`src/verilog/tsbmc_pkg.sv`:
```
// Package for the transmit subaddress buffer mode control word
package tsbmc_pkg;
	localparam int CW_WIDTH = 16;
	localparam logic [15:0] CW_RESET = 16'h0000;
	localparam int BIT_CIR1 = 0;
	localparam int BIT_CIR2 = 1;
	localparam int BIT_PINGPONG_ENABLE = 2;
	localparam int BIT_STOP = 3;
	localparam int ZN_LSB = 4;
	localparam int ZN_MSB = 7;
	localparam int BIT_ACK = 8;
	localparam int BIT_BROADCAST_RECEIVED_FLAG = 9;
	localparam int BIT_PTR = 10;
	// Host-writable bits: 7-0 and 15-12; bits 11-8 belong to the device
	localparam logic [15:0] HOST_WR_MASK = 16'hF0FF;

	typedef enum logic [1:0] {
		TSBMC_INDEXED,
		TSBMC_CIRC1,
		TSBMC_CIRC2,
		TSBMC_PINGPONG
	} tsbmc_mode_t;

	typedef struct packed {
		logic valid;
		logic broadcast;
	} tsbmc_cmd_t;

	typedef struct packed {
		logic valid;
		logic error_free;
	} tsbmc_done_t;

	typedef struct packed {
		logic wr;
		logic rd;
		logic [15:0] wdata;
	} tsbmc_host_t;

	function automatic tsbmc_mode_t tsbmc_decode(input logic [2:0] bits);
		if (bits[2])
			return TSBMC_PINGPONG;
		else if (bits[1])
			return TSBMC_CIRC2;
		else if (bits[0])
			return TSBMC_CIRC1;
		else
			return TSBMC_INDEXED;
	endfunction
endpackage
```
`src/verilog/tsbmc_ctrl.sv`:
```
// Transmit subaddress control word: broadcast flag, ping-pong handshake, mode decode
`timescale 1ns/1ps
module tsbmc_ctrl
(
	// Clock and resets
	input wire logic mclk,
	input wire logic sys_rst,
	input wire logic software_reset_cmd,
	// Terminal configuration
	input wire logic broadcast_disable,
	input wire logic illegal_detect_en,
	input wire logic terminal_enable,
	// Message processor events
	input wire tsbmc_pkg::tsbmc_cmd_t cmd,
	input wire tsbmc_pkg::tsbmc_done_t done,
	// Host access to the control word
	input wire tsbmc_pkg::tsbmc_host_t host,
	output logic [15:0] host_rdata,
	// Buffer selection for the message processor
	output tsbmc_pkg::tsbmc_mode_t buf_mode,
	output logic buf_sel,
	output logic buf_sel_valid,
	output logic [3:0] circ2_trailing_zero_count,
	// Illegal broadcast indication
	output logic illegal_cmd,
	output logic illegal_respond
);
	import tsbmc_pkg::*;

	typedef struct packed {
		logic [15:0] cw;
		logic [15:0] rdata;
		tsbmc_mode_t mode;
		logic sel;
		logic sel_valid;
		logic live;
		logic illegal;
		logic illegal_resp;
	} tsbmc_state_t;

	tsbmc_state_t st_q;
	tsbmc_state_t st_d;
	logic accept;
	logic ack_next;

	// Address 31 commands are not valid while broadcast is disabled
	assign accept = cmd.valid && !(cmd.broadcast && broadcast_disable);

	always_comb
	begin
		st_d = st_q;
		ack_next = st_q.cw[BIT_ACK];
		st_d.sel_valid = 1'b0;
		st_d.illegal = 1'b0;
		if (host.wr)
		begin
			// Device-owned bits keep their own value whatever the host writes
			st_d.cw = (host.wdata & HOST_WR_MASK) | (st_q.cw & ~HOST_WR_MASK);
		end
		if (host.rd)
			st_d.rdata = st_q.cw;
		if (accept)
		begin
			// Stop request is sampled here, before the buffer is chosen
			if (!st_q.cw[BIT_PINGPONG_ENABLE])
				ack_next = 1'b0;
			else if (st_q.cw[BIT_STOP])
				ack_next = 1'b0;
			else if (terminal_enable)
				ack_next = 1'b1;
			st_d.cw[BIT_ACK] = ack_next;
			st_d.mode = tsbmc_decode(st_q.cw[BIT_PINGPONG_ENABLE:BIT_CIR1]);
			st_d.sel = st_q.cw[BIT_PTR];
			st_d.sel_valid = 1'b1;
			st_d.live = st_q.cw[BIT_PINGPONG_ENABLE] && ack_next;
			if (cmd.broadcast)
			begin
				// Non-mode broadcast transmit is always illegal
				st_d.cw[BIT_BROADCAST_RECEIVED_FLAG] = 1'b1;
				st_d.illegal = 1'b1;
				st_d.illegal_resp = illegal_detect_en;
			end
		end
		if (done.valid)
		begin
			// A stopped ping-pong keeps reusing the same buffer
			if (st_q.live && done.error_free)
				st_d.cw[BIT_PTR] = ~st_q.cw[BIT_PTR];
			st_d.live = 1'b0;
		end
		if (software_reset_cmd)
		begin
			st_d.cw[BIT_BROADCAST_RECEIVED_FLAG] = 1'b0;
			st_d.cw[BIT_PTR] = 1'b0;
			st_d.live = 1'b0;
		end
	end

	always_ff @(posedge mclk or posedge sys_rst)
	begin
		if (sys_rst)
		begin
			st_q.cw <= CW_RESET;
			st_q.rdata <= 16'h0000;
			st_q.mode <= TSBMC_INDEXED;
			st_q.sel <= 1'b0;
			st_q.sel_valid <= 1'b0;
			st_q.live <= 1'b0;
			st_q.illegal <= 1'b0;
			st_q.illegal_resp <= 1'b0;
		end
		else
			st_q <= st_d;
	end

	assign host_rdata = st_q.rdata;
	assign buf_mode = st_q.mode;
	assign buf_sel = st_q.sel;
	assign buf_sel_valid = st_q.sel_valid;
	// Only meaningful in circular mode 2; the host loads it
	assign circ2_trailing_zero_count = st_q.cw[ZN_MSB:ZN_LSB];
	assign illegal_cmd = st_q.illegal;
	assign illegal_respond = st_q.illegal_resp;
endmodule

```
`config.mk`:
```
export PLATFORM = sky130hd
export DESIGN_NAME = tsbmc_ctrl
export DESIGN_NICKNAME = d
export VERILOG_FILES = /design/src/verilog/tsbmc_pkg.sv /design/src/verilog/tsbmc_ctrl.sv
export SDC_FILE = /design/constraint.sdc
export NUM_CORES = 1
export LEC_CHECK = 0
export BUFFER_PORTS_ARGS = -buffer_cell sky130_fd_sc_hd__buf_2
export CAP_MARGIN = 20
export CELL_PAD_IN_SITES_DETAIL_PLACEMENT = 1
export CELL_PAD_IN_SITES_GLOBAL_PLACEMENT = 1
export CORE_ASPECT_RATIO = 0.6
export CORE_MARGIN = 4
export CORE_UTILIZATION = 41
export CTS_CLUSTER_DIAMETER = 120
export DETAILED_ROUTE_END_ITERATION = 10
export HOLD_SLACK_MARGIN = 0.1
export PLACE_DENSITY_LB_ADDON = 0.1
export REMOVE_ABC_BUFFERS = 1
export SYNTH_ARGS = -nofsm -noshare
export SYNTH_HDL_FRONTEND = slang
export SYNTH_SLANG_ARGS = --single-unit
export TNS_END_PERCENT = 20
```
`constraint.sdc`:
```
create_clock -name mclk -period 1.85 [get_ports mclk]
set_input_delay 0.185 -clock mclk [delete_from_list [all_inputs] [get_ports mclk]]
set_output_delay 0.185 -clock mclk [all_outputs]
set_load 0.005 [all_outputs]
```
==> results, run 1 <==
- Setup repair after global routing left no endpoint under its margin.
- Across the run, the number of max-cap violations was 0.
- Buffers added to address setup during post-CTS repair amount to 0.
- The power density of the placed cells is 960.5 mW/mm^2.
- The first global-routing pass estimated 5.181 mm of wire.
- The routed via count divided by cell count is 4.736.
- The post-synthesis register bit count is 37.
- The worst setup path is captured at a flop.
- 54 I/O pins were placed.
- The path class of the lowest-slack min-delay path is in -> reg.
- Once detail routing completed, the nets flagged for antenna violations numbered 0.
- STA classifies the critical path startpoint as a flop.
- The area enclosed by the die boundary is 0.004906 sq mm.
- The congestion estimate from routability-driven global placement came to 0.6855.
- In the routed design, unresolved DRC markers number 0.
- Summed over all layers, the global routing overflow is 0.
- The signal arrival time at the worst endpoint is 1700 ps.
- TritonCTS built the clock tree.
- After synthesis, the mean cell area works out to 13.62 sq um.
- In this run the core area contains 17 standard-cell rows.
- The total number of vias is 933.
- The initial core utilization is 42.57%.
- The clock passes through at most 2 buffers.
- For this run, the top clock speed supported by timing is 676.8 MHz.
- The pin count of the biggest net entering global routing is 38.
- The worst-case hold slack is 112.4 ps.
- The clock skew is 3.313 ps.
- The die width is 87.80 um.
- The startpoint identified for the worst hold timing path is host[1].
- The cell with the largest stage delay on the worst path is dlygate4sd3_1.
- The number of different library cells used by synthesis comes to 17.
- In this run, the number of DRC markers left after iteration 0 of detailed routing was 9.
- The first detailed-routing pass ran for 3 iterations.
- The cell count after synthesis is 115.
- The flow ran to the end, and the final reports show no timing, DRC or antenna violations.
- Global routing used 14.38% of the available tracks across all layers.
- In this run the tool buffered the top-level ports with 48 buffer cells.
- The launch point of the critical path is st_q[26].
- The category of the critical setup timing path is reg -> reg.
- The HPWL after detailed placement is 2.304 mm.
- The shortest clock period the worst path allows after layout is 1478 ps.
- The maximum ir drop on the vdd rail is 0.4406 mV.
- In the final layout, the multi-input gates occupy 442.9 sq um.
- The core area is 0.003680 sq mm.
- In this run the critical register-to-register path is launched from st_q[26].
- The critical path's top delay family is buffers and inverters.
- The via count of the first global-routing pass is 1,071.
- Clock-pin slew was measured on the worst setup and hold paths at 70 ps.
- Fill cells in the final layout number 395.
- Relative to the synthesized area, the layout overhead comes to 15.97%.
- The setup TNS after final layout is 0 ps.
- Across all setup checks in the final design, the least slack found is 372.5 ps.
- The total clock buffers created by CTS is 5.
- The total buffers and inverters traversed by the critical path is 2.
- The layout cell share with drive strength beyond 1 is 56.67%.
- The total wire length after detailed routing is 3.148 mm.
- The level count of the clock H-tree is 2.
- The storage element area is 925.9 sq um.
- The tree is rooted in a clkbuf_8.
- The mapped netlist covers 0.001567 sq mm.
- The signal on the critical path passes through inv_1 -> o2111ai_2 -> a211oi_2 -> dlygate4sd3_1.
- Clock tree synthesis found a total of 37 sinks.
- At the later pin of the worst-skew pair, clock insertion delay measures 280 ps.
- The yosys synthesis warning count is 0.
- 0 antenna diodes ended up in the layout.
- The portion of the clock cycle consumed by the worst path in the final layout is 79.87%.
- Summing the sequential cell areas from Yosys gives 59.11% of the chip area.
- The count of pins over their slew limit is 0.
- The critical path's largest stage delay is 570 ps.
- The final setup violation count is 0.
- The maximum fanout along the worst path is 2.
- The total leakage power is 0.0008934 uW.
- The routed wire length per instance is 15.98 um.
- At the placement stage, the worst setup path has a slack of 726.0 ps.
- The final net count is 178.
- The data required time of the worst path is 2070 ps.
- The die is 55.88 um tall.
- The number of antenna violations at the first check in global routing came to 0.
- The final hold violation count was 0.
flip-flops by register name (all words and copies together), names as in the netlist:
| signal | flops |
|---|---|
| illegal_cmd | 1 |
| st_q | 12 |
| buf_sel | 1 |
| host_rdata | 15 |
| buf_sel_valid | 1 |
| illegal_respond | 1 |
| buf_mode | 2 |
| circ2_trailing_zero_count | 4 |
cell usage after synthesis:
| cell type | instances | area, sq um |
|---|---|---|
| dfrtp_1 | 37 | 925.9 |
| mux2_2 | 27 | 304.0 |
| buf_4 | 23 | 172.7 |
| nor2_1 | 6 | 22.52 |
| inv_1 | 4 | 15.01 |
| a21oi_1 | 3 | 15.01 |
| o21ai_0 | 3 | 15.01 |
| buf_2 | 2 | 10.01 |
| nand2_1 | 2 | 7.510 |
| a211oi_2 | 1 | 12.51 |
| a21boi_4 | 1 | 18.77 |
| and3b_1 | 1 | 8.760 |
| conb_1 | 1 | 3.750 |
| nand2b_1 | 1 | 6.260 |
| nand3_1 | 1 | 5.000 |
| o2111ai_2 | 1 | 15.01 |
| xor2_1 | 1 | 8.760 |
layout by cell type, fill, tap and decap left out, types with 2 or more instances in the layout:
| cell type | Yosys | routed |
|---|---|---|
| mux2_2 | 27 | 27 |
| buf_2 | 2 | 48 |
| a21oi_1 | 3 | 3 |
| o21ai_0 | 3 | 3 |
| nor2_1 | 6 | 6 |
| clkbuf_8 | 0 | 6 |
| dfrtp_1 | 37 | 37 |
| nand2_1 | 2 | 2 |
| dlygate4sd3_1 | 0 | 4 |
| inv_1 | 4 | 4 |
power by group:
part	switching [uW]	total (uW)	internal [uW]
Sequential	48.6	944	896
Clock	260	556	295
Combinational	108	245	137
routing by layer:
| metal | global-route usage, % | routed length, um | vias up |
|---|---|---|---|
| met5 | 0 | 0 | - |
| met4 | 5.908 | 41 | 0 |
| met3 | 5.030 | 182 | 5 |
| met2 | 24.25 | 1653 | 30 |
| met1 | 16.51 | 1271 | 467 |
| li1 | - | - | 431 |
metrics by stage:
step	total power, uW	cell area [sq um]	std cells	util [%]
6_report	1745	1817	197	49.37
5_1_grt	1838	1817	197	49.37
4_1_cts	1776	1817	197	49.37
3_5_place_dp	1206	1690	186	45.94
3_3_place_gp	1186	1690	186	45.94
2_1_floorplan	1064	1384	90	-
timing repair:
item,4_1_cts,5_1_grt
hold endpoints to repair,39,0
gates resized for setup,0,0
hold buffers,4,0
endpoints found under the setup margin,0,0
kinds of logic after synthesis:
logic type	synth area share, %
AO/OA/AOI/OAI	4.871
other	0.2394
buffers and inverters	12.62
AND/OR/NAND/NOR	3.195
XOR/XNOR	0.5592
multiplexers	19.41
flip-flops	59.11
tightest hold or removal path, delay by kind of cell:
| family | cells | cell delay [ps] |
|---|---|---|
| compound gates | 1 | 60 |
| buf+inv | 1 | 70 |
| simple gates | 1 | 40 |
path summary, 6_finish.rpt:
check	end	slack, ps	depth (start not counted)
worst max-delay path	st_q[2]	370	4
worst min-delay path	st_q[24]	110	3
worst max register to register	st_q[2]	370	4
worst min register to register	illegal_respond	500	1
max in group asynchronous	host_rdata[14]	970	4
min in group asynchronous	circ2_trailing_zero_count[3]	550	4
final cells by class:
| cell class | instances | area share, % |
|---|---|---|
| clock buffer | 7 | 4.752 |
| inverter | 4 | 0.8264 |
| multi-input combinational | 49 | 24.38 |
| sequential | 37 | 50.96 |
| tap | 47 | 3.237 |
| timing repair buffer | 53 | 15.84 |
Power figures use the tool's default switching activity.
==> run 2, diff against run 1 <==
--- a/config.mk
+++ b/config.mk
@@ -11,7 +11,7 @@
 export CELL_PAD_IN_SITES_GLOBAL_PLACEMENT = 1
 export CORE_ASPECT_RATIO = 0.6
 export CORE_MARGIN = 4
-export CORE_UTILIZATION = 41
+export CORE_UTILIZATION = 38
 export CTS_CLUSTER_DIAMETER = 120
 export DETAILED_ROUTE_END_ITERATION = 10
 export HOLD_SLACK_MARGIN = 0.1
==> constraint.sdc (replaced) <==
create_clock -name mclk -period 1.5 [get_ports mclk]
set_input_delay 0.15 -clock mclk [delete_from_list [all_inputs] [get_ports mclk]]
set_output_delay 0.15 -clock mclk [all_outputs]
set_load 0.005 [all_outputs]
==> run 2 against run 1 <==
Compared with the run above: final area is 1.7% higher; worst hold slack worse by 5.9 ps; sequential power is 23% higher; sequential share of layout area is 0.86 points lower; sequential cell count stayed put; critical path type is now in -> reg; combinational power is 26% higher; utilization is 0.83 points lower; clock power is 15% higher; largest power group unchanged; die area is 7.0% higher; total power is 21% higher; non-clock buffer count is 4 higher.
==> results, run 2 (synthesized netlist as in run 1, its figures left out) <==
- For this run, the top clock speed supported by timing is 1024 MHz.
- Status: completed (unchanged).
- Unrepaired setup endpoints after global routing: no (unchanged).
- The total power of the final layout is 2109 uW (was 1745 uW).
- The max-capacitance violation count is 0 (unchanged).
- The residual antenna-violating net count after detailed routing is 0 (unchanged).
- The final setup violation count is 0 (unchanged).
- The level count of the clock H-tree is 2 (unchanged).
- The most common cell after layout, fill and taps aside is buf_2 (unchanged).
- The number of antenna violations at the first check in global routing is 0 (unchanged).
- The initial core utilization is 41.14% (was 42.57%).
- Most frequent cells in the layout: buf_2, dfrtp_1, mux2_2 (unchanged).
- The clock latency at the later pin of the worst-skew pair is 270 ps (was 280 ps).
- The maximum ir drop on the vdd rail is 0.5164 mV (was 0.4406 mV).
- The number of diodes is 0 (unchanged).
- The smallest setup slack after layout is 523.5 ps (was 372.5 ps).
- The total number of vias was 944 (was 933).
- The final hold violation count is 0 (unchanged).
- The final global-route overflow total came to 0 (unchanged).
- The number of flip-flops under the largest register name is 15 (unchanged).
- The post-route core utilization is 48.54% (was 49.37%).
- The CTS tree is yes (unchanged).
- The total clock buffers created by CTS came to 5 (unchanged).
- The number of buffers on the longest clock path was 2 (unchanged).
- The category of the critical setup timing path was in -> reg (was reg -> reg).
- The post-placement worst setup slack is 460.7 ps (was 726.0 ps).
- The die outline height came to 57.74 um (was 55.88 um).
- The die width was 90.89 um (was 87.80 um).
- The kind of start point of the critical path is an input pin (was flop).
- The layout cell share with drive strength beyond 1 is 55.48% (was 56.67%).
- The type of destination of the critical path is a flop (unchanged).
- The core area was 0.003807 sq mm (was 0.003680 sq mm).
- The routed design could run at a clock period as short as 976.5 ps.
- The area enclosed by the die boundary is 0.005248 sq mm (was 0.004906 sq mm).
- The data required time of the worst path came to 1670 ps (was 2070 ps).
- The signal arrival time at the worst endpoint is 1140 ps (was 1700 ps).
- The total wire length after detailed routing is 3.076 mm (was 3.148 mm).
- The clock skew came to 4.139 ps (was 3.313 ps).
- The total leakage power is 0.0009025 uW (was 0.0008934 uW).
- The via count of the first global-routing pass is 1,088 (was 1,071).
- The final net count is 182 (was 178).
- The first-pass GRT wire length is 5.085 mm (was 5.181 mm).
- The count of pins over their slew limit is 0 (unchanged).
- The number of DRC violations after detailed routing is 0 (unchanged).
- The weighted congestion at the end of routability-driven global placement came to 0.6494 (was 0.6855).
- The signed area change from the synthesized netlist to the final layout came to 17.97% (was 15.97%).
- The first-pass iteration count of the detailed router is 3 (unchanged).
- The setup TNS after final layout is 0 ps (unchanged).
- The CTS clock-pin slew for the worst setup and hold paths is 60 ps (was 70 ps).
- The routed via count divided by cell count was 4.673 (was 4.736).
- The portion of the clock cycle consumed by the worst path in the final layout is 65.10%.
- The number of primary I/O pins is 54 (unchanged).
- The power density of the placed cells is 1141 mW/mm^2 (was 960.5 mW/mm^2).
- The number of buffers inserted by port buffering is 48 (unchanged).
- The global-route usage over all layers is 12.52% (was 14.38%).
- The initial DRC count is 7 (was 9).
- The routed wire length per instance was 15.23 um (was 15.98 um).
- The pin count of the biggest net entering global routing is 38 (unchanged).
- The maximum fanout along the worst path was 2 (unchanged).
- The TritonCTS sink count came to 37 (unchanged).
- The path class of the lowest-slack min-delay path is in -> reg (unchanged).
- The sum of net half-perimeters after detailed placement is 2.211 mm (was 2.304 mm).
- The root buffer selected by CTS is clkbuf_8 (unchanged).
- The number of rows in the core area came to 17 (unchanged).
[run 2: changes by cell type in the layout (fill, tap and decap cells not counted)]
cell,delta
dlygate4sd3_1,+3
clkbuf_1,+2
buf_4,+1
clkbuf_8,-1
inv_1,-1
inv_2,+1
[run 2: final cells by class]
class,count,area (sq um)
Inverter,4,15.01
Tap cell,47,58.81
Sequential cell,37,925.9
Clock buffer,8,80.08
Timing Repair Buffer,57,325.3
Multi-Input combinational cell,49,442.9
Fill cell,412,1959
[run 2: critical path: stages]
cell           delay [ps]
dlygate4sd3_1         550
buf_2                 140
nand3_1               100
xor2_1                160
nor2_1                 50
[run 2: what timing repair did]
| action | in CTS | in global routing |
|---|---|---|
| gates resized for setup | 0 | 1 |
| setup endpoints to repair | 0 | 1 |
| hold endpoints to repair | 44 | 0 |
| setup buffers | 0 | 1 |
| hold buffers | 8 | 0 |
[run 2: final timing paths]
kind	cells after the start	slack, ps	endpoint	from
worst max-delay path	5	520	st_q[33]	done[1]
worst min register to register	1	500	host_rdata[12]	host_rdata[12]
min in group asynchronous	4	530	st_q[36]	sys_rst
worst min-delay path	3	110	st_q[24]	host[1]
worst max register to register	3	610	st_q[2]	st_q[26]
max in group asynchronous	4	650	st_q[23]	sys_rst
[run 2: stage by stage]
step	hold slack, ps	instances	area (sq um)
2_1_floorplan	208.1	90	1384
3_3_place_gp	279.2	186	1690
3_5_place_dp	289.0	186	1690
4_1_cts	101.0	202	1851
5_1_grt	100.3	202	1848
6_report	106.5	202	1848
[run 2: report_power, final]
part | switching (uW) | internal [uW]
combinational | 130 | 178
clock | 307 | 330
sequential | 59.3 | 1100
total | 497 | 1610
[run 2: layer usage]
metal | track usage, % | wire [um] | vias up
met1 | 13.60 | 1303 | 472
met2 | 23.39 | 1582 | 25
li1 | - | - | 445
met3 | 4.799 | 184 | 2
met5 | 0 | 0 | -
met4 | 3.219 | 6 | 0
==> run 3, diff against run 2 <==
==> constraint.sdc (replaced) <==
create_clock -name mclk -period 0.9 [get_ports mclk]
set_input_delay 0.09 -clock mclk [delete_from_list [all_inputs] [get_ports mclk]]
set_output_delay 0.09 -clock mclk [all_outputs]
set_load 0.005 [all_outputs]
==> run 3 against run 2 <==
Compared with the run above: final area rose by 8.5%; global-route usage increased by 0.92 points; total power up 71%; sequential share of layout area fell by 3.9 points; largest cell class unchanged; utilization is 4.1 points higher; sequential cell count did not move; via count up 2.3%; die area stayed put; critical path depth decreased by 4; worst hold slack better by 68 ps; clock power increased by 71%; non-clock buffer count rose by 12.
==> results, run 3 (synthesized netlist as in run 1, its figures left out) <==
- The number of primary I/O pins is 54 (unchanged).
- The data required time of the worst path is 810 ps (was 1670 ps).
- The routed wire length per instance came to 15.26 um (was 15.23 um).
- The maximum fanout along the worst path is 3 (was 2).
- The critical path's largest stage delay is 400 ps (was 550 ps).
- The first-pass GRT wire length is 5.478 mm (was 5.085 mm).
- The launch point of the critical path is circ2_trailing_zero_count[3] (was done[1]).
- The pin count of the biggest net entering global routing is 38 (unchanged).
- The die width came to 90.89 um (unchanged).
- The CTS tree is yes (unchanged).
- The final hold violation count is 0 (unchanged).
- The type of destination of the critical path is an output pin (was flop).
- The core area was 0.003807 sq mm (unchanged).
- The smallest setup slack after layout is 6.285 ps (was 523.5 ps).
- The category of the critical setup timing path is reg -> out (was in -> reg).
- The endpoint of the most critical register-to-register path is st_q[2] (unchanged).
- The cell with the largest stage delay on the worst path is dfrtp_1 (was dlygate4sd3_1).
- The weighted congestion at the end of routability-driven global placement is 0.6975 (was 0.6494).
- The number of DRC violations after detailed routing was 0 (unchanged).
- The final global-route overflow total is 0 (unchanged).
- The level count of the clock H-tree is 2 (unchanged).
- The final setup violation count came to 0 (unchanged).
- The filler-free cell count of the finished design is 214 (was 202).
- The TritonCTS sink count came to 37 (unchanged).
- The sum of net half-perimeters after detailed placement came to 2.275 mm (was 2.211 mm).
- The power density of the placed cells is 1800 mW/mm^2 (was 1141 mW/mm^2).
- The layout cell share with drive strength beyond 1 was 53.89% (was 55.48%).
- The total number of vias is 966 (was 944).
- The residual antenna-violating net count after detailed routing is 0 (unchanged).
- The initial DRC count is 31 (was 7).
- The reg-to-reg setup timing slack is 20 ps (was 610 ps).
- The maximum ir drop on the vdd rail is 0.8184 mV (was 0.5164 mV).
- The number of buffers inserted by port buffering is 48 (unchanged).
- The post-placement worst setup slack is -35.77 ps (was 460.7 ps).
- The path depth of the worst reg2reg path is 3 (unchanged).
- Status: completed (unchanged).
- The die outline height was 57.74 um (unchanged).
- The clock latency at the later pin of the worst-skew pair is 270 ps (about the same).
- Most frequent cells in the layout: buf_2, dfrtp_1, mux2_2 (unchanged).
- The total buffers and inverters traversed by the critical path was 1 (was 2).
- The via count of the first global-routing pass is 1,113 (was 1,088).
- The number of buffers on the longest clock path was 2 (unchanged).
- The termination of the worst setup path was circ2_trailing_zero_count[3] (was st_q[33]).
- Unrepaired setup endpoints after global routing: yes (was no).
- The CTS clock-pin slew for the worst setup and hold paths was 70 ps (was 60 ps).
- The signal arrival time at the worst endpoint is 800 ps (was 1140 ps).
- The most common cell after layout, fill and taps aside is buf_2 (unchanged).
- The signed area change from the synthesized netlist to the final layout is 28.03% (was 17.97%).
- The maximum achievable frequency is 1119 MHz.
- The final net count is 194 (was 182).
- The first-pass iteration count of the detailed router came to 3 (unchanged).
- The max-capacitance violation count came to 0 (unchanged).
- The post-CTS setup buffer count is 0 (unchanged).
- The kind of start point of the critical path is a flop (was input pin).
- The root buffer selected by CTS is clkbuf_8 (unchanged).
- The filler cell count is 406 (was 412).
- The number of rows in the core area is 17 (unchanged).
- The routed via count divided by cell count came to 4.514 (was 4.673).
- The number of antenna violations at the first check in global routing is 0 (unchanged).
- The total power of the final layout is 3610 uW (was 2109 uW).
- The total wire length after detailed routing is 3.265 mm (was 3.076 mm).
- Subtracting the final worst setup slack from the clock period gives 893.7 ps.
- The portion of the clock cycle consumed by the worst path in the final layout is 99.30%.
- The total area of multi-input combinational cells is 459.2 sq um (was 442.9 sq um).
- CP cell instances: buf_2 (was dlygate4sd3_1 -> buf_2 -> nand3_1 -> xor2_1 -> nor2_1).
- The path class of the lowest-slack min-delay path is in -> reg (unchanged).
- The logic depth of the worst path, buffers included is 1 (was 5).
- The initial core utilization is 41.14% (unchanged).
- The storage element area came to 927.1 sq um (was 925.9 sq um).
- The global-route usage over all layers was 13.44% (was 12.52%).
- The count of pins over their slew limit is 0 (unchanged).
- The total clock buffers created by CTS is 5 (unchanged).
- The reg-to-reg startpoint is st_q[26] (unchanged).
- The total leakage power is 0.0009639 uW (was 0.0009025 uW).
- The area enclosed by the die boundary came to 0.005248 sq mm (unchanged).
- The number of diodes is 0 (unchanged).
- The clock skew came to 5.016 ps (was 4.139 ps).
- The critical path's top delay family is flip-flops (was buffers and inverters).
- The post-placement cell count came to 189 (was 186).
- The number of flip-flops under the largest register name is 15 (unchanged).
## run 3: timing repair
action	in CTS	in global routing
hold buffers	17	0
endpoints found under the setup margin	5	25
endpoints found under the hold margin	54	0
pin swaps	0	1
resized for setup	2	3
## run 3: metal layers
layer  part of all wire (%)  wire length, um  global-route usage [%]
met1                     43             1406                   16.16
met2                     51             1671                   23.39
met3                    5.2              170                   4.929
met5                      0                0                       0
met4                   0.52               17                   3.219
## run 3: per-stage QoR
stage	hold slack (ps)	cell area, sq um	TNS [ps]	util (%)
after floorplan	148.1	1384	-835.9	-
after global placement	152.5	1738	-15.21	45.65
after detailed placement	159.9	1738	-68.76	45.65
after global routing	202.4	2006	-362.7	52.68
final	174.9	2006	0	52.68
after CTS	160.5	1988	-23.53	52.22
## run 3: worst min path at each step
stage | depth (start not counted) | endpoint | startpoint | slack (ps)
6_report | 3 | st_q[31] | cmd[0] | 170
5_1_grt | 3 | st_q[31] | cmd[0] | 200
4_1_cts | 3 | st_q[31] | terminal_enable | 160
3_5_place_dp | 3 | st_q[36] | sys_rst | 160
3_3_place_gp | 3 | host_rdata[7] | sys_rst | 150
2_1_floorplan | 1 | st_q[2] | done[1] | 150
## run 3: cell type report
type / count / area share, %
Timing Repair Buffer: 69 / 23.21
Tap cell: 47 / 2.932
Multi-Input combinational cell: 49 / 22.89
Clock buffer: 8 / 3.993
Sequential cell: 37 / 46.23
Inverter: 4 / 0.7486
## run 3: where the power goes
| group | switching [uW] | internal [uW] |
|---|---|---|
| combinational | 233 | 344 |
| clock | 540 | 550 |
| sequential | 102 | 1840 |
| total | 874 | 2740 |
